File: config.mk
export PLATFORM = sky130hd
export DESIGN_NAME = fault_reaction_manager
export DESIGN_NICKNAME = d
export VERILOG_FILES = /design/src/fault_reaction_pkg.sv /design/src/fault_sel_if.sv /design/src/fault_regs.sv /design/src/fault_reaction_manager.sv
export VERILOG_INCLUDE_DIRS = /design/src
export SDC_FILE = /design/constraint.sdc
export NUM_CORES = 1
export LEC_CHECK = 0
export ABC_CLOCK_PERIOD_IN_PS = 4250
export BUFFER_PORTS_ARGS = -buffer_cell sky130_fd_sc_hd__buf_2
export CAP_MARGIN = 20
export CELL_PAD_IN_SITES_DETAIL_PLACEMENT = 1
export CELL_PAD_IN_SITES_GLOBAL_PLACEMENT = 1
export CORE_MARGIN = 8
export CORE_UTILIZATION = 45
export CTS_CLUSTER_SIZE = 16
export DETAILED_ROUTE_END_ITERATION = 10
export PLACE_DENSITY_LB_ADDON = 0.1
export SETUP_SLACK_MARGIN = 0.02
export SYNTH_ARGS = -nofsm -noshare
export SYNTH_HDL_FRONTEND = slang
export SYNTH_SLANG_ARGS = --single-unit
File: constraint.sdc
create_clock -name hclk -period 4.25 [get_ports hclk]
set_input_delay 1.0625 -clock hclk [delete_from_list [all_inputs] [get_ports hclk]]
set_output_delay 1.0625 -clock hclk [all_outputs]
set_load 0.02 [all_outputs]
File: src/fault_reaction_map.svh
`ifndef FAULT_REACTION_MAP_SVH
`define FAULT_REACTION_MAP_SVH
// register byte addresses
`define FRM_ADDR_STATUS 12'h000
`define FRM_ADDR_MASK 12'h004
`define FRM_ADDR_FSSEL 12'h008
`define FRM_ADDR_CLEAR 12'h00c
`define FRM_ADDR_OUT 12'h010
// status bit positions
`define FRM_B_CLKMON 0
`define FRM_B_REGP 1
`define FRM_B_REGS 2
`define FRM_B_COMMP 3
`define FRM_B_COMMS 4
`define FRM_B_SER 5
`define FRM_B_CFGP 6
`define FRM_B_CFGS 7
`define FRM_B_TRIMP 8
`define FRM_B_TRIMS 9
`define FRM_B_BISTP 10
`define FRM_B_BISTS 11
`define FRM_NFLAGS 12
// mask bit positions
`define FRM_M_CLKMON 0
`define FRM_M_REGP 1
`define FRM_M_REGS 2
`define FRM_M_COMMP 3
`define FRM_M_COMMS 4
`define FRM_M_SER 5
`define FRM_M_CFGP 6
`define FRM_M_CFGS 7
`define FRM_M_BISTP 8
`define FRM_M_BISTS 9
`define FRM_NMASK 10
// reset values: all masks enabled except the primary communication alarm
`define FRM_MASK_RST 10'h3f7
// fail-safe selector slots, 3 bits each
`define FRM_S_REGP 0
`define FRM_S_REGS 1
`define FRM_S_SER 2
`define FRM_S_CFGP 3
`define FRM_S_CFGS 4
`define FRM_S_TRIMS 5
`define FRM_S_COMMP 6
`define FRM_S_COMMS 7
`define FRM_NSEL 8
// default selection: serial slot no action, others pull low
`define FRM_FSSEL_RST 24'h249309
// clear key written to the clear register
`define FRM_CLEAR_KEY 32'h0000a5a5
`endif

File: src/fault_reaction_pkg.sv
`default_nettype none
package fault_reaction_pkg;
    // driver output and serial port action codes
    typedef enum logic [2:0] {
        act_enabled = 3'h0,
        act_pull_low = 3'h1,
        act_disabled = 3'h2,
        act_high_z = 3'h3,
        act_no_action = 3'h4,
        act_soft_off = 3'h5
    } action_t;
endpackage : fault_reaction_pkg
`default_nettype wire

File: src/fault_sel_if.sv
`default_nettype none
// carries the fail-safe selector word between the bus slave and the reaction core
interface fault_sel_if;
    logic [23:0] fssel;
    logic [9:0] mask;
    logic [11:0] flags;
    modport slave (output fssel, output mask, input flags);
    modport core (input fssel, input mask, output flags);
endinterface : fault_sel_if
`default_nettype wire

File: src/fault_regs.sv
`default_nettype none
`include "fault_reaction_map.svh"
// ahb-lite slave: mask, fail-safe selectors, status read, clear key
module fault_regs (
    // bus
    input wire logic hclk,
    input wire logic hresetn,
    input wire logic hsel,
    input wire logic [11:0] haddr,
    input wire logic [1:0] htrans,
    input wire logic hwrite,
    input wire logic [31:0] hwdata,
    input wire logic hready,
    output logic hreadyout,
    output logic hresp,
    output logic [31:0] hrdata,
    // core side
    fault_sel_if.slave sel,
    input wire logic [2:0] out_state,
    input wire logic serial_en,
    output logic clear_pulse
);
    logic wr_pend_r;
    logic [11:0] wr_addr_r;
    logic [23:0] fssel_r;
    logic [9:0] mask_r;
    logic take;
    assign take = hsel && hready && htrans[1];
    assign hreadyout = 1'b1;
    assign hresp = 1'b0;
    assign sel.fssel = fssel_r;
    assign sel.mask = mask_r;
    // address phase capture
    always_ff @(posedge hclk or negedge hresetn) begin
        if (!hresetn) begin
            wr_pend_r <= 1'b0;
            wr_addr_r <= 12'h000;
        end else if (hready) begin
            wr_pend_r <= take && hwrite;
            wr_addr_r <= haddr;
        end
    end
    // write data phase
    always_ff @(posedge hclk or negedge hresetn) begin
        if (!hresetn) begin
            fssel_r <= `FRM_FSSEL_RST;
            mask_r <= `FRM_MASK_RST;
        end else if (wr_pend_r) begin
            if (wr_addr_r == `FRM_ADDR_MASK) mask_r <= hwdata[9:0];
            if (wr_addr_r == `FRM_ADDR_FSSEL) fssel_r <= hwdata[23:0];
        end
    end
    assign clear_pulse = wr_pend_r && (wr_addr_r == `FRM_ADDR_CLEAR) && (hwdata == `FRM_CLEAR_KEY);
    // read data registered at address phase; unmapped reads zero
    always_ff @(posedge hclk or negedge hresetn) begin
        if (!hresetn) begin
            hrdata <= 32'h0;
        end else if (take && !hwrite) begin
            case (haddr)
                `FRM_ADDR_STATUS: hrdata <= {20'h0, sel.flags};
                `FRM_ADDR_MASK: hrdata <= {22'h0, mask_r};
                `FRM_ADDR_FSSEL: hrdata <= {8'h0, fssel_r};
                `FRM_ADDR_OUT: hrdata <= {28'h0, serial_en, out_state};
                default: hrdata <= 32'h0;
            endcase
        end
    end
endmodule : fault_regs
`default_nettype wire

File: src/fault_reaction_manager.sv
`default_nettype none
`include "fault_reaction_map.svh"
////////////////////////////////////////////////////////////////////////////////
// Functional notes
// - secondary clock monitor fault sets flag, pulls output low, port on, alarm masked.
// - regulator fault sets side flag, applies side fail-safe, port on, alarm.
// - primary logic regulator overvoltage acts as secondary comm fault, port off, alarm.
// - secondary logic regulator overvoltage acts as primary comm fault, port stays on.
// - serial faults share one flag, selectable output, no alarm, warning asserted.
// - config crc fault sets side flag, side fail-safe, port on, masked alarm.
// - primary trim crc always pulls low; secondary trim output selectable.
// - trim crc fault drives alarm and warning via that side's config-crc mask.
// - self-test fault sets side flag, pulls low, alarm and warning via mask.
// - action codes: enabled, pull low, disabled, high-z, no action, soft off.
module fault_reaction_manager
    import fault_reaction_pkg::*;
(
    // clock and reset
    input wire logic hclk,
    input wire logic hresetn,
    // ahb-lite
    input wire logic hsel,
    input wire logic [11:0] haddr,
    input wire logic [1:0] htrans,
    input wire logic hwrite,
    input wire logic [2:0] hsize,
    input wire logic [31:0] hwdata,
    input wire logic hready,
    output logic hreadyout,
    output logic hresp,
    output logic [31:0] hrdata,
    // fault detections, level or pulse
    input wire logic det_clkmon_sec,
    input wire logic det_reg_pri,
    input wire logic det_reg_sec,
    input wire logic det_primary_logic_regulator_ov,
    input wire logic det_secondary_logic_regulator_ov,
    input wire logic det_serial_clk,
    input wire logic det_serial_addr,
    input wire logic det_serial_crc,
    input wire logic det_cfg_crc_pri,
    input wire logic det_cfg_crc_sec,
    input wire logic det_trim_crc_pri,
    input wire logic det_trim_crc_sec,
    input wire logic det_bist_pri,
    input wire logic det_bist_sec,
    // reactions
    output fault_reaction_pkg::action_t driver_action,
    output fault_reaction_pkg::action_t serial_action,
    output logic alarm_pin_n,
    output logic warning_pin_n
);
    import fault_reaction_pkg::*;

    fault_sel_if sel_bus ();
    logic clear_pulse;
    logic [11:0] flags_r;
    logic [11:0] ev;
    logic serial_off_r;
    action_t drv_nxt;
    logic alarm_nxt;
    logic warn_nxt;

    ////////////////////////////////////////////////////////////////////////////
    fault_regs u_regs (
        .hclk(hclk),
        .hresetn(hresetn),
        .hsel(hsel),
        .haddr(haddr),
        .htrans(htrans),
        .hwrite(hwrite),
        .hwdata(hwdata),
        .hready(hready),
        .hreadyout(hreadyout),
        .hresp(hresp),
        .hrdata(hrdata),
        .sel(sel_bus.slave),
        .out_state(driver_action),
        .serial_en(serial_action == act_enabled),
        .clear_pulse(clear_pulse)
    );

    // event vector; logic regulator overvoltages fold into comm faults
    always_comb begin
        ev = '0;
        ev[`FRM_B_CLKMON] = det_clkmon_sec;
        ev[`FRM_B_REGP] = det_reg_pri;
        ev[`FRM_B_REGS] = det_reg_sec;
        ev[`FRM_B_COMMS] = det_primary_logic_regulator_ov;
        ev[`FRM_B_COMMP] = det_secondary_logic_regulator_ov;
        ev[`FRM_B_SER] = det_serial_clk | det_serial_addr | det_serial_crc;
        ev[`FRM_B_CFGP] = det_cfg_crc_pri;
        ev[`FRM_B_CFGS] = det_cfg_crc_sec;
        ev[`FRM_B_TRIMP] = det_trim_crc_pri;
        ev[`FRM_B_TRIMS] = det_trim_crc_sec;
        ev[`FRM_B_BISTP] = det_bist_pri;
        ev[`FRM_B_BISTS] = det_bist_sec;
    end

    // sticky flags, set wins over the recovery clear
    always_ff @(posedge hclk or negedge hresetn) begin
        if (!hresetn) begin
            flags_r <= '0;
        end else begin
            flags_r <= (clear_pulse ? 12'h000 : flags_r) | ev;
        end
    end
    assign sel_bus.flags = flags_r;

    // serial port latch: primary logic regulator overvoltage disables the port
    always_ff @(posedge hclk or negedge hresetn) begin
        if (!hresetn) begin
            serial_off_r <= 1'b0;
        end else if (det_primary_logic_regulator_ov) begin
            serial_off_r <= 1'b1;
        end else if (clear_pulse) begin
            serial_off_r <= 1'b0;
        end
    end
    assign serial_action = serial_off_r ? act_disabled : act_enabled;

    // highest-priority fail-safe choice: pull low beats selectable choices
    function automatic action_t pick(input action_t cur, input logic hit, input action_t a);
        begin
            if (!hit) pick = cur;
            else if (cur == act_pull_low || a == act_pull_low) pick = act_pull_low;
            else if (cur == act_enabled || cur == act_no_action) pick = a;
            else pick = cur;
        end
    endfunction : pick

    // driver output and pin terms from the latched flags
    always_comb begin
        logic [23:0] s;
        logic [9:0] m;
        logic [11:0] f;
        s = sel_bus.fssel;
        m = sel_bus.mask;
        f = flags_r;
        drv_nxt = act_enabled;
        drv_nxt = pick(drv_nxt, f[`FRM_B_CLKMON], act_pull_low);
        drv_nxt = pick(drv_nxt, f[`FRM_B_REGP], action_t'(s[3*`FRM_S_REGP +: 3]));
        drv_nxt = pick(drv_nxt, f[`FRM_B_REGS], action_t'(s[3*`FRM_S_REGS +: 3]));
        drv_nxt = pick(drv_nxt, f[`FRM_B_COMMP], action_t'(s[3*`FRM_S_COMMP +: 3]));
        drv_nxt = pick(drv_nxt, f[`FRM_B_COMMS], action_t'(s[3*`FRM_S_COMMS +: 3]));
        drv_nxt = pick(drv_nxt, f[`FRM_B_SER], action_t'(s[3*`FRM_S_SER +: 3]));
        drv_nxt = pick(drv_nxt, f[`FRM_B_CFGP], action_t'(s[3*`FRM_S_CFGP +: 3]));
        drv_nxt = pick(drv_nxt, f[`FRM_B_CFGS], action_t'(s[3*`FRM_S_CFGS +: 3]));
        drv_nxt = pick(drv_nxt, f[`FRM_B_TRIMP], act_pull_low);
        drv_nxt = pick(drv_nxt, f[`FRM_B_TRIMS], action_t'(s[3*`FRM_S_TRIMS +: 3]));
        drv_nxt = pick(drv_nxt, f[`FRM_B_BISTP] | f[`FRM_B_BISTS], act_pull_low);
        alarm_nxt = (f[`FRM_B_CLKMON] & m[`FRM_M_CLKMON])
            | (f[`FRM_B_REGP] & m[`FRM_M_REGP]) | (f[`FRM_B_REGS] & m[`FRM_M_REGS])
            | (f[`FRM_B_COMMP] & m[`FRM_M_COMMP])
            | (f[`FRM_B_COMMS] & m[`FRM_M_COMMS])
            | ((f[`FRM_B_CFGP] | f[`FRM_B_TRIMP]) & m[`FRM_M_CFGP])
            | ((f[`FRM_B_CFGS] | f[`FRM_B_TRIMS]) & m[`FRM_M_CFGS])
            | (f[`FRM_B_BISTP] & m[`FRM_M_BISTP]) | (f[`FRM_B_BISTS] & m[`FRM_M_BISTS]);
        warn_nxt = (f[`FRM_B_SER] & m[`FRM_M_SER])
            | (f[`FRM_B_TRIMP] & m[`FRM_M_CFGP]) | (f[`FRM_B_TRIMS] & m[`FRM_M_CFGS])
            | (f[`FRM_B_BISTP] & m[`FRM_M_BISTP]) | (f[`FRM_B_BISTS] & m[`FRM_M_BISTS]);
    end

    // registered reaction outputs
    always_ff @(posedge hclk or negedge hresetn) begin
        if (!hresetn) begin
            driver_action <= act_enabled;
            alarm_pin_n <= 1'b1;
            warning_pin_n <= 1'b1;
        end else begin
            driver_action <= drv_nxt;
            alarm_pin_n <= ~alarm_nxt;
            warning_pin_n <= ~warn_nxt;
        end
    end
endmodule : fault_reaction_manager
`default_nettype wire

* Word level (Yosys, flattened, before mapping) *
Index checks and enable logic that the tools add are counted.

word-level totals
  bits in registers = 97
  input port bits = 68
  output and inout bits = 42
  word-level logic and storage cells = 141

operators by class
  eq/ne operators = 31
  mux-type cells = 32
  bitwise logic cells = 32
  reductions and logical operators = 36

operators by type and width
  kind                                             count
  case mux 24 bit (4 select lines)                 1
  two-way mux 3 bit                                26
  == test 3 x 1 -> 1 bit, second input constant    16
  == test 12 x 4 -> 1 bit, second input constant   3
  == test 32 x 16 -> 1 bit, second input constant  1
  logical NOT 3 bit                                9
  == test 12 x 3 -> 1 bit, second input constant   2
  == test 3 bit, second input constant             8
  OR 1 bit                                         17
  logical OR 1 bit                                 16
  AND 1 bit                                        12
  == test 12 x 5 -> 1 bit, second input constant   1
  logical NOT 12 bit                               1
  two-way mux 12 bit                               1
  OR 12 bit                                        1
  logical AND 1 bit                                6
  AND reduction 2 bit                              2
  two-way mux 1 bit                                3
  two-way mux 2 bit                                1
  NOT 1 bit                                        2
  nonzero test 2 bit                               1
  logical NOT 1 bit                                1

* Longest topological paths before layout *
Gate-level depths: netlist (run 1).

  depth after elaboration = 43
  mapped depth = 9
  mapped depth without buffers = 8

* Modules after synthesis *
Synthesis (run 1) repeated with hierarchy kept, for this count alone.

unflattened totals
  cell total of the unflattened synthesis = 383
  area, all modules = 4,540.6 um2

modules (own cells, without submodules)
  module                  instances  cells an instance  area an instance (um2)  sequential area each (um2)
  fault_regs              1          237                3,221.8                 1,798.0
  fault_reaction_manager  1          146                1,318.8                 452.9

* Worst setup path before layout (run 1) *
OpenSTA, ideal clock, no wires.

  kind = input to register
  start point = input haddr[9]
  end point = register u_regs.hrdata[13]
  library setup time = 0.066 ns
  arrival = 2.505 ns
  data required time = 4.184 ns
  path slack = 1.679 ns
  stages on the path = 6
  buffers on the path = 1
  path through = nor4_1 -> nand3_1 -> or2_2 -> nor3b_1 -> clkbuf_1 -> a22o_1

on the way
  word-level cells in the longest chain between the ends = 2
  elaborated cells on any way between the ends = 5
  classes of those cells = 3 x eq/ne; 1 x mux; 1 x reduce/logical

ends and longest elaborated chain
  item                                                   RTL line                      source
  start, declared                                        fault_reaction_manager.sv:23  input wire logic [11:0] haddr,
  == test 12 x 5 -> 1 bit, or another cell as far along  fault_regs.sv:59              case (haddr)
  case mux 24 bit (4 select lines) (*)                   fault_regs.sv:59
  end signal, assigned                                   fault_regs.sv:60              `FRM_ADDR_STATUS: hrdata <= {20'h0, sel.flags};
  end signal, assigned                                   fault_regs.sv:61              `FRM_ADDR_MASK: hrdata <= {22'h0, mask_r};
  end signal, assigned                                   fault_regs.sv:62              `FRM_ADDR_FSSEL: hrdata <= {8'h0, fssel_r};
  end, declared                                          fault_regs.sv:16              output logic [31:0] hrdata,

Every way passes the cells marked *; elsewhere a longest branch is shown, timed or not.
A chain may end at the register's enable or synchronous reset.

* Worst setup path in the final report (run 1) *
  start point = input hwdata[1]
  end point = register flags_r[5]

on the way
  word-level cells in the longest chain between the ends = 4

ends and longest elaborated chain
  item                                RTL line                       source
  start, declared                     fault_reaction_manager.sv:27   input wire logic [31:0] hwdata,
  == test 32 x 16 -> 1 bit (no line)  --
  logical AND 1 bit                   fault_regs.sv:53               assign clear_pulse = wr_pend_r && (wr_addr_r == `FRM_ADDR_CLEAR) && (hwdata == `FRM_CLEAR_KEY);
  two-way mux 12 bit                  fault_reaction_manager.sv:105  flags_r <= (clear_pulse ? 12'h000 : flags_r) | ev;
  OR 12 bit                           fault_reaction_manager.sv:105
  end signal, assigned                fault_reaction_manager.sv:105
  end, declared                       fault_reaction_manager.sv:57   logic [11:0] flags_r;

Every way passes these cells.

==> results of run 1 <==
cells in the mapped netlist, drive strengths merged, types with 2 or more instances:
cell / n
a31oi: 3
conb: 2
a22o: 19
o211ai: 2
and3: 3
nand3b: 4
nor3: 6
nor2b: 2
o211a: 2
dfrtp: 70
nand2b: 2
a221oi: 2
o21bai: 2
or3: 2
a32oi: 4
mux2: 46
nor4bb: 3
nor2: 16
clkbuf: 14
nand3: 7
mux2i: 12
nand2: 31
buf: 16
nor4b: 3
o31ai: 2
nand4: 2
dfstp: 19
nor4: 7
o311a: 2
inv: 6
a22oi: 6
o22ai: 2
o21ai: 26
a21oi: 2
a21o: 14
flip-flops by register name (all words and copies together) (netlist names):
| signal | count |
|---|---|
| u_regs.hrdata | 24 |
| driver_action | 3 |
| serial_off_r | 1 |
| u_regs.wr_pend_r | 1 |
| u_regs.sel.mask | 10 |
| u_regs.sel.fssel | 24 |
| flags_r | 12 |
| u_regs.wr_addr_r | 12 |
| alarm_pin_n | 1 |
| warning_pin_n | 1 |
worst register-to-register path, delay by kind of cell (launching register included):
family	cells	cell delay, ns
AO/OA/AOI/OAI	5	1.50
AND/OR/NAND/NOR	2	0.34
flip-flops	1	0.53
worst max path at each step:
stage | end | cells past startpoint | slack [ns]
after floorplan | u_regs.hrdata[13] | 6 | 1.68
after global placement | flags_r[5] | 5 | 1.28
after detailed placement | flags_r[5] | 5 | 1.27
after CTS | flags_r[5] | 5 | 1.67
after global routing | u_regs.hrdata[4] | 6 | 1.53
final | flags_r[5] | 5 | 1.67
power by group through the flow:
stage	sequential [mW]	combinational (mW)	clock, mW
after CTS	0.903	0.147	0.722
after global placement	0.917	0.140	0
after global routing	0.907	0.162	0.759
final	0.903	0.145	0.704
after detailed placement	0.919	0.146	0
after floorplan	0.910	0.0844	0
per-layer routing:
layer,vias up,track usage
met2,87,0.322
met5,-,0
met3,12,0.0396
li1,1548,-
met4,0,0.0754
met1,1691,0.257
cell families (layout without fill, tap and decap cells):
logic type,after synthesis,in the layout,synth area share
AO/OA/AOI/OAI,96,96,0.165
buffers and inverters,36,119,0.0442
AND/OR/NAND/NOR,93,93,0.119
flip-flops,89,89,0.520
adder cells (fa/ha/maj),1,1,0.00231
other,2,12,0.00173
multiplexers,58,58,0.147
through the flow:
stage,instances,util,worst slack (ns),total power [mW],area (um2)
floorplan,385,-,1.68,0.994,4370
global placement,585,0.509,1.28,1.06,4860
detailed placement,585,0.509,1.27,1.06,4860
CTS,601,0.535,1.67,1.77,5110
global route,601,0.535,1.53,1.83,5110
finish,601,0.535,1.67,1.75,5110
layout make-up:
cell class / instances / area (um2)
fillers: 1076 / 4440
flip-flops and latches: 89 / 2250
multi-input cells: 260 / 1930
repair buffers: 97 / 498
well taps: 133 / 166
clock buffers: 11 / 141
clock inverters: 5 / 103
inverters: 6 / 22.5
==> impl_metrics.tcl, run 1 <==
set metrics [dict create \
    maxCapViolations 0 \
    antenna_found_initial 0 \
    crit_path_start "hwdata[1]" \
    overflow 0 \
    io_buffers 93 \
    synthFlopType "dfrtp_1" \
    p_int_mw 1.35 \
    final_layout_size_suffix_gt1_frac 0.400 \
    swShare 0.232 \
    gp_congestion 0.814 \
    dr.pass1.iters 4 \
    layout_commonest_cell "buf_2" \
    drt-vias-per-instance 5.55 \
    clock_tree.root_cell "clkbuf_8" \
    synth_area_leaders "dfrtp_1, mux2_2, dfstp_2, a22o_1, o21ai_0" \
    cts_tree "built" \
    synthDistinctLibCells 57 \
    worstHoldPathType "reg2reg" \
    wl_met1_mm 5.62 \
    outcome "complete, no violations" \
    worst_pin_slew_ns 0.971 \
    area_growth_pct 17.9 \
    slowest_delay_ns 0.64 \
    cts.repair.resized 0 \
    cts.sink_count 89 \
    drt_wl_total_mm 12.1 \
    nets 531 \
    ff2ff_setup_slack_ns 1.78 \
    die_w_um 114 \
    drt_iter0_drc 129 \
    critical_path_class "in2reg" \
    clock_skew_ns 0.0108 \
    cts_hold_buf 0 \
    min_to "u_regs.hrdata[1]" \
    p_per_area_nw_per_um2 343 \
    crit_required_ns 4.50 \
    dr.max_layer_used "met4" \
    peakVddDrop_v 0.000169 \
    cp-start-kind "input pin" \
    cts_buffers 9 \
    cp-end-kind "flop" \
    ios 110 \
    worstSkewPairLatency_ns 0.36 \
    grt_max_degree 80 \
    dr_wl_met2_mm 5.70 \
    async_flop_share 1.00 \
    grt_pass1_vias 3763 \
    crit_slowest_cell "or4_4" \
    min_from "u_regs.hrdata[1]" \
    core_um2 9550 \
    syn_inst 375 \
    crit_arrival_ns 2.83 \
    clkPwrFrac 0.402 \
    initial_utilization 0.453 \
    fp-row-count 36 \
    cts_setup_buffers 0 \
    cts_max_level 3 \
    avgRoutedWirePerCell_um 20.2 \
    die_area_um2 13000 \
    yosys.area.top_type "dfrtp_1" \
    syn_avg_cell_area_um2 11.5 \
    period_needed_ns 2.58 \
    syn_area_um2 4330 \
    setup_tns_ns 0 \
    drc 0 \
    worstReg2RegEnd "driver_action[2]" \
    finalHoldViolations 0 \
    crit_fanout 13 \
    path_clk_slew_ns 0.09 \
    worstRegToRegCells 7 \
    critical_path.top_delay_family "simple AND/OR/NAND/NOR gates" \
    final_cell_mix "buf_2, dfrtp_1, mux2_2" \
    fmax_mhz 388 \
    rsz0062_at_grt "false" \
    synthDominantCellAreaShare 0.405 \
    drv_slew 0 \
    via_count 3338 \
    ant_nets 0 \
    finalCritPeriodShare 0.606 \
    cts_buffer_depth 2 \
    dieHeight_um 114 \
    whs_ns 0.486 \
    crit-reg2reg-launch "flags_r[4]" \
    antenna_cells 0 \
    worst_slew_margin_rel 0.353 \
    grt_pass1_wl_mm 20.1 \
    seq_power_share 0.515 \
    yosysSeqAreaShare 0.520 \
    worst-path-buf-inv 1 \
    synth_edf_count 0 \
    hpwl_mm 9.31 \
    combPwrFrac 0.083 \
    p_leak_nw 2.29 \
    p_switching_mw 0.406 \
    crit_chain "buf_2, nor4bb_1, nand4_1, or4_4, a2111o_1" \
    yosys_warnings 0 \
    finalSetupViolCount 0 \
    synth_seq_cells 89 \
    groute.usage.overall 0.199 \
    dr_wl_met3_um 640 \
    holdPathStages 2 \
]
No activity file was read; power rests on OpenSTA's default activity.
==> run 2: changes to the inputs <==
Settings changed: ABC_CLOCK_PERIOD_IN_PS 4250 to 2550, CORE_UTILIZATION 45 to 41.
Clock period 4.25 ns to 2.55 ns, I/O delays scaled along.
==> impl_metrics.tcl, run 2 (synthesis results as in run 1) <==
set metrics [dict create \
    ant_nets 0 \
    cts_tree "built" \
    cp-start-kind "flop" \
    finalCritPeriodShare 0.911 \
    crit_required_ns 2.80 \
    initial_utilization 0.421 \
    worstHoldPathType "in2async" \
    p_leak_nw 2.33 \
    cts_buffers 9 \
    cts_buffer_depth 2 \
    p_per_area_nw_per_um2 529 \
    place_inst 601 \
    critical_path_class "reg2reg" \
    finalHoldViolations 0 \
    overflow 0 \
    finalSetupViolCount 0 \
    maxCapViolations 0 \
    antenna_cells 0 \
    avgRoutedWirePerCell_um 19.2 \
    fp-row-count 37 \
    cts_hold_buf 0 \
    crit_chain "nor4_1, nand2_1, nor4_2, nand2_1, or4_4, a2111o_1" \
    crit_fanout 2 \
    worstSkewPairLatency_ns 0.36 \
    gp_congestion 0.862 \
    die_area_um2 14100 \
    critical_path.top_delay_family "simple AND/OR/NAND/NOR gates" \
    ff2ff_setup_slack_ns 0.23 \
    core_um2 10300 \
    dr.pass1.iters 4 \
    grt_pass1_wl_mm 19.5 \
    worst_pin_slew_ns 0.515 \
    peakVddDrop_v 0.000217 \
    path_clk_slew_ns 0.08 \
    cts_setup_buffers 0 \
    clock_skew_ns 0.00798 \
    groute.usage.overall 0.172 \
    area_growth_pct 19.5 \
    crit_slowest_cell "or4_4" \
    nets 544 \
    critPathMostFrequentCell "nand2_1" \
    hpwl_mm 9.39 \
    antenna_found_initial 0 \
    slowest_delay_ns 0.57 \
    cp-end-kind "flop" \
    period_needed_ns 2.32 \
    cts.sink_count 89 \
    final_cell_mix "buf_2, dfrtp_1, mux2_2" \
    via_count 3313 \
    worst-path-buf-inv 0 \
    fmax_mhz 430 \
    fin_cells 617 \
    layout_commonest_cell "buf_2" \
    clock_tree.root_cell "clkbuf_8" \
    outcome "complete, no violations" \
    setup_tns_ns 0 \
    drt_wl_total_mm 11.9 \
    io_buffers 93 \
    drt-vias-per-instance 5.37 \
    grt_pass1_vias 3711 \
    cts_max_level 3 \
    worst_slew_margin_rel 0.652 \
    die_w_um 119 \
    rsz0062_at_grt "false" \
    final_layout_size_suffix_gt1_frac 0.414 \
    grt_max_degree 39 \
    fill_cells 1173 \
    drv_slew 0 \
    drt_iter0_drc 194 \
    crit_arrival_ns 2.57 \
    drc 0 \
    dieHeight_um 119 \
    cts.repair.resized 0 \
    ios 110 \
]
[run 2: cell count changes in the layout (fill, tap and decap cells not counted)]
cell / delta
buf_4: +12
bufinv_16: -2
clkbuf_1: +1
buf_12: +1
clkinv_2: -1
clkinvlp_4: +2
[run 2: metal layers]
layer | GRT usage | up-vias | share of wire
met5 | 0 | - | 0
met4 | 0.0474 | 0 | 0.013
met3 | 0.0562 | 10 | 0.058
met2 | 0.257 | 90 | 0.44
met1 | 0.235 | 1647 | 0.49
li1 | - | 1566 | -
[run 2: through the flow]
| stage | instance area, um2 | util | power (mW) | hold WS, ns | worst slack [ns] |
|---|---|---|---|---|---|
| 2_1_floorplan | 4370 | - | 1.66 | 0.342 | 0.404 |
| 3_3_place_gp | 4980 | 0.484 | 1.78 | 0.469 | 0.212 |
| 3_5_place_dp | 4980 | 0.484 | 1.78 | 0.469 | 0.172 |
| 4_1_cts | 5170 | 0.504 | 2.77 | 0.234 | 0.201 |
| 5_1_grt | 5170 | 0.504 | 2.86 | 0.255 | 0.0539 |
| 6_report | 5170 | 0.504 | 2.73 | 0.237 | 0.226 |
[run 2: final cells by class]
type                       instances  area (um2)  area share
inverter                           6        22.5     0.00435
multi-input combinational        260        1930       0.372
sequential                        89        2250       0.435
tap                              136         170      0.0329
timing repair buffer             110         608       0.118
clock buffer                      12         145      0.0280
clock inverter                     4        52.6      0.0102
[run 2: worst paths after layout]
kind	startpoint	end	depth (start not counted)
max	u_regs.wr_addr_r[1]	flags_r[5]	6
min	hresetn	u_regs.wr_addr_r[7]	1
max reg2reg	u_regs.wr_addr_r[1]	flags_r[5]	6
min reg2reg	u_regs.hrdata[1]	u_regs.hrdata[1]	2
max in group asynchronous	hresetn	u_regs.sel.fssel[12]	2
min in group hclk	det_trim_crc_sec	flags_r[9]	2
[run 2: worst register-to-register path: cells and delay by family, from the launching register on]
| kind | cells | cell delay, ns |
|---|---|---|
| AND/OR/NAND/NOR | 5 | 1.41 |
| AO/OA/AOI/OAI | 1 | 0.41 |
| flip-flops | 1 | 0.38 |
[run 2: power by group]
group	total, mW	switching, mW	internal [mW]
sequential	1.50	0.0421	1.46
clock	0.977	0.496	0.480
combinational	0.255	0.140	0.115
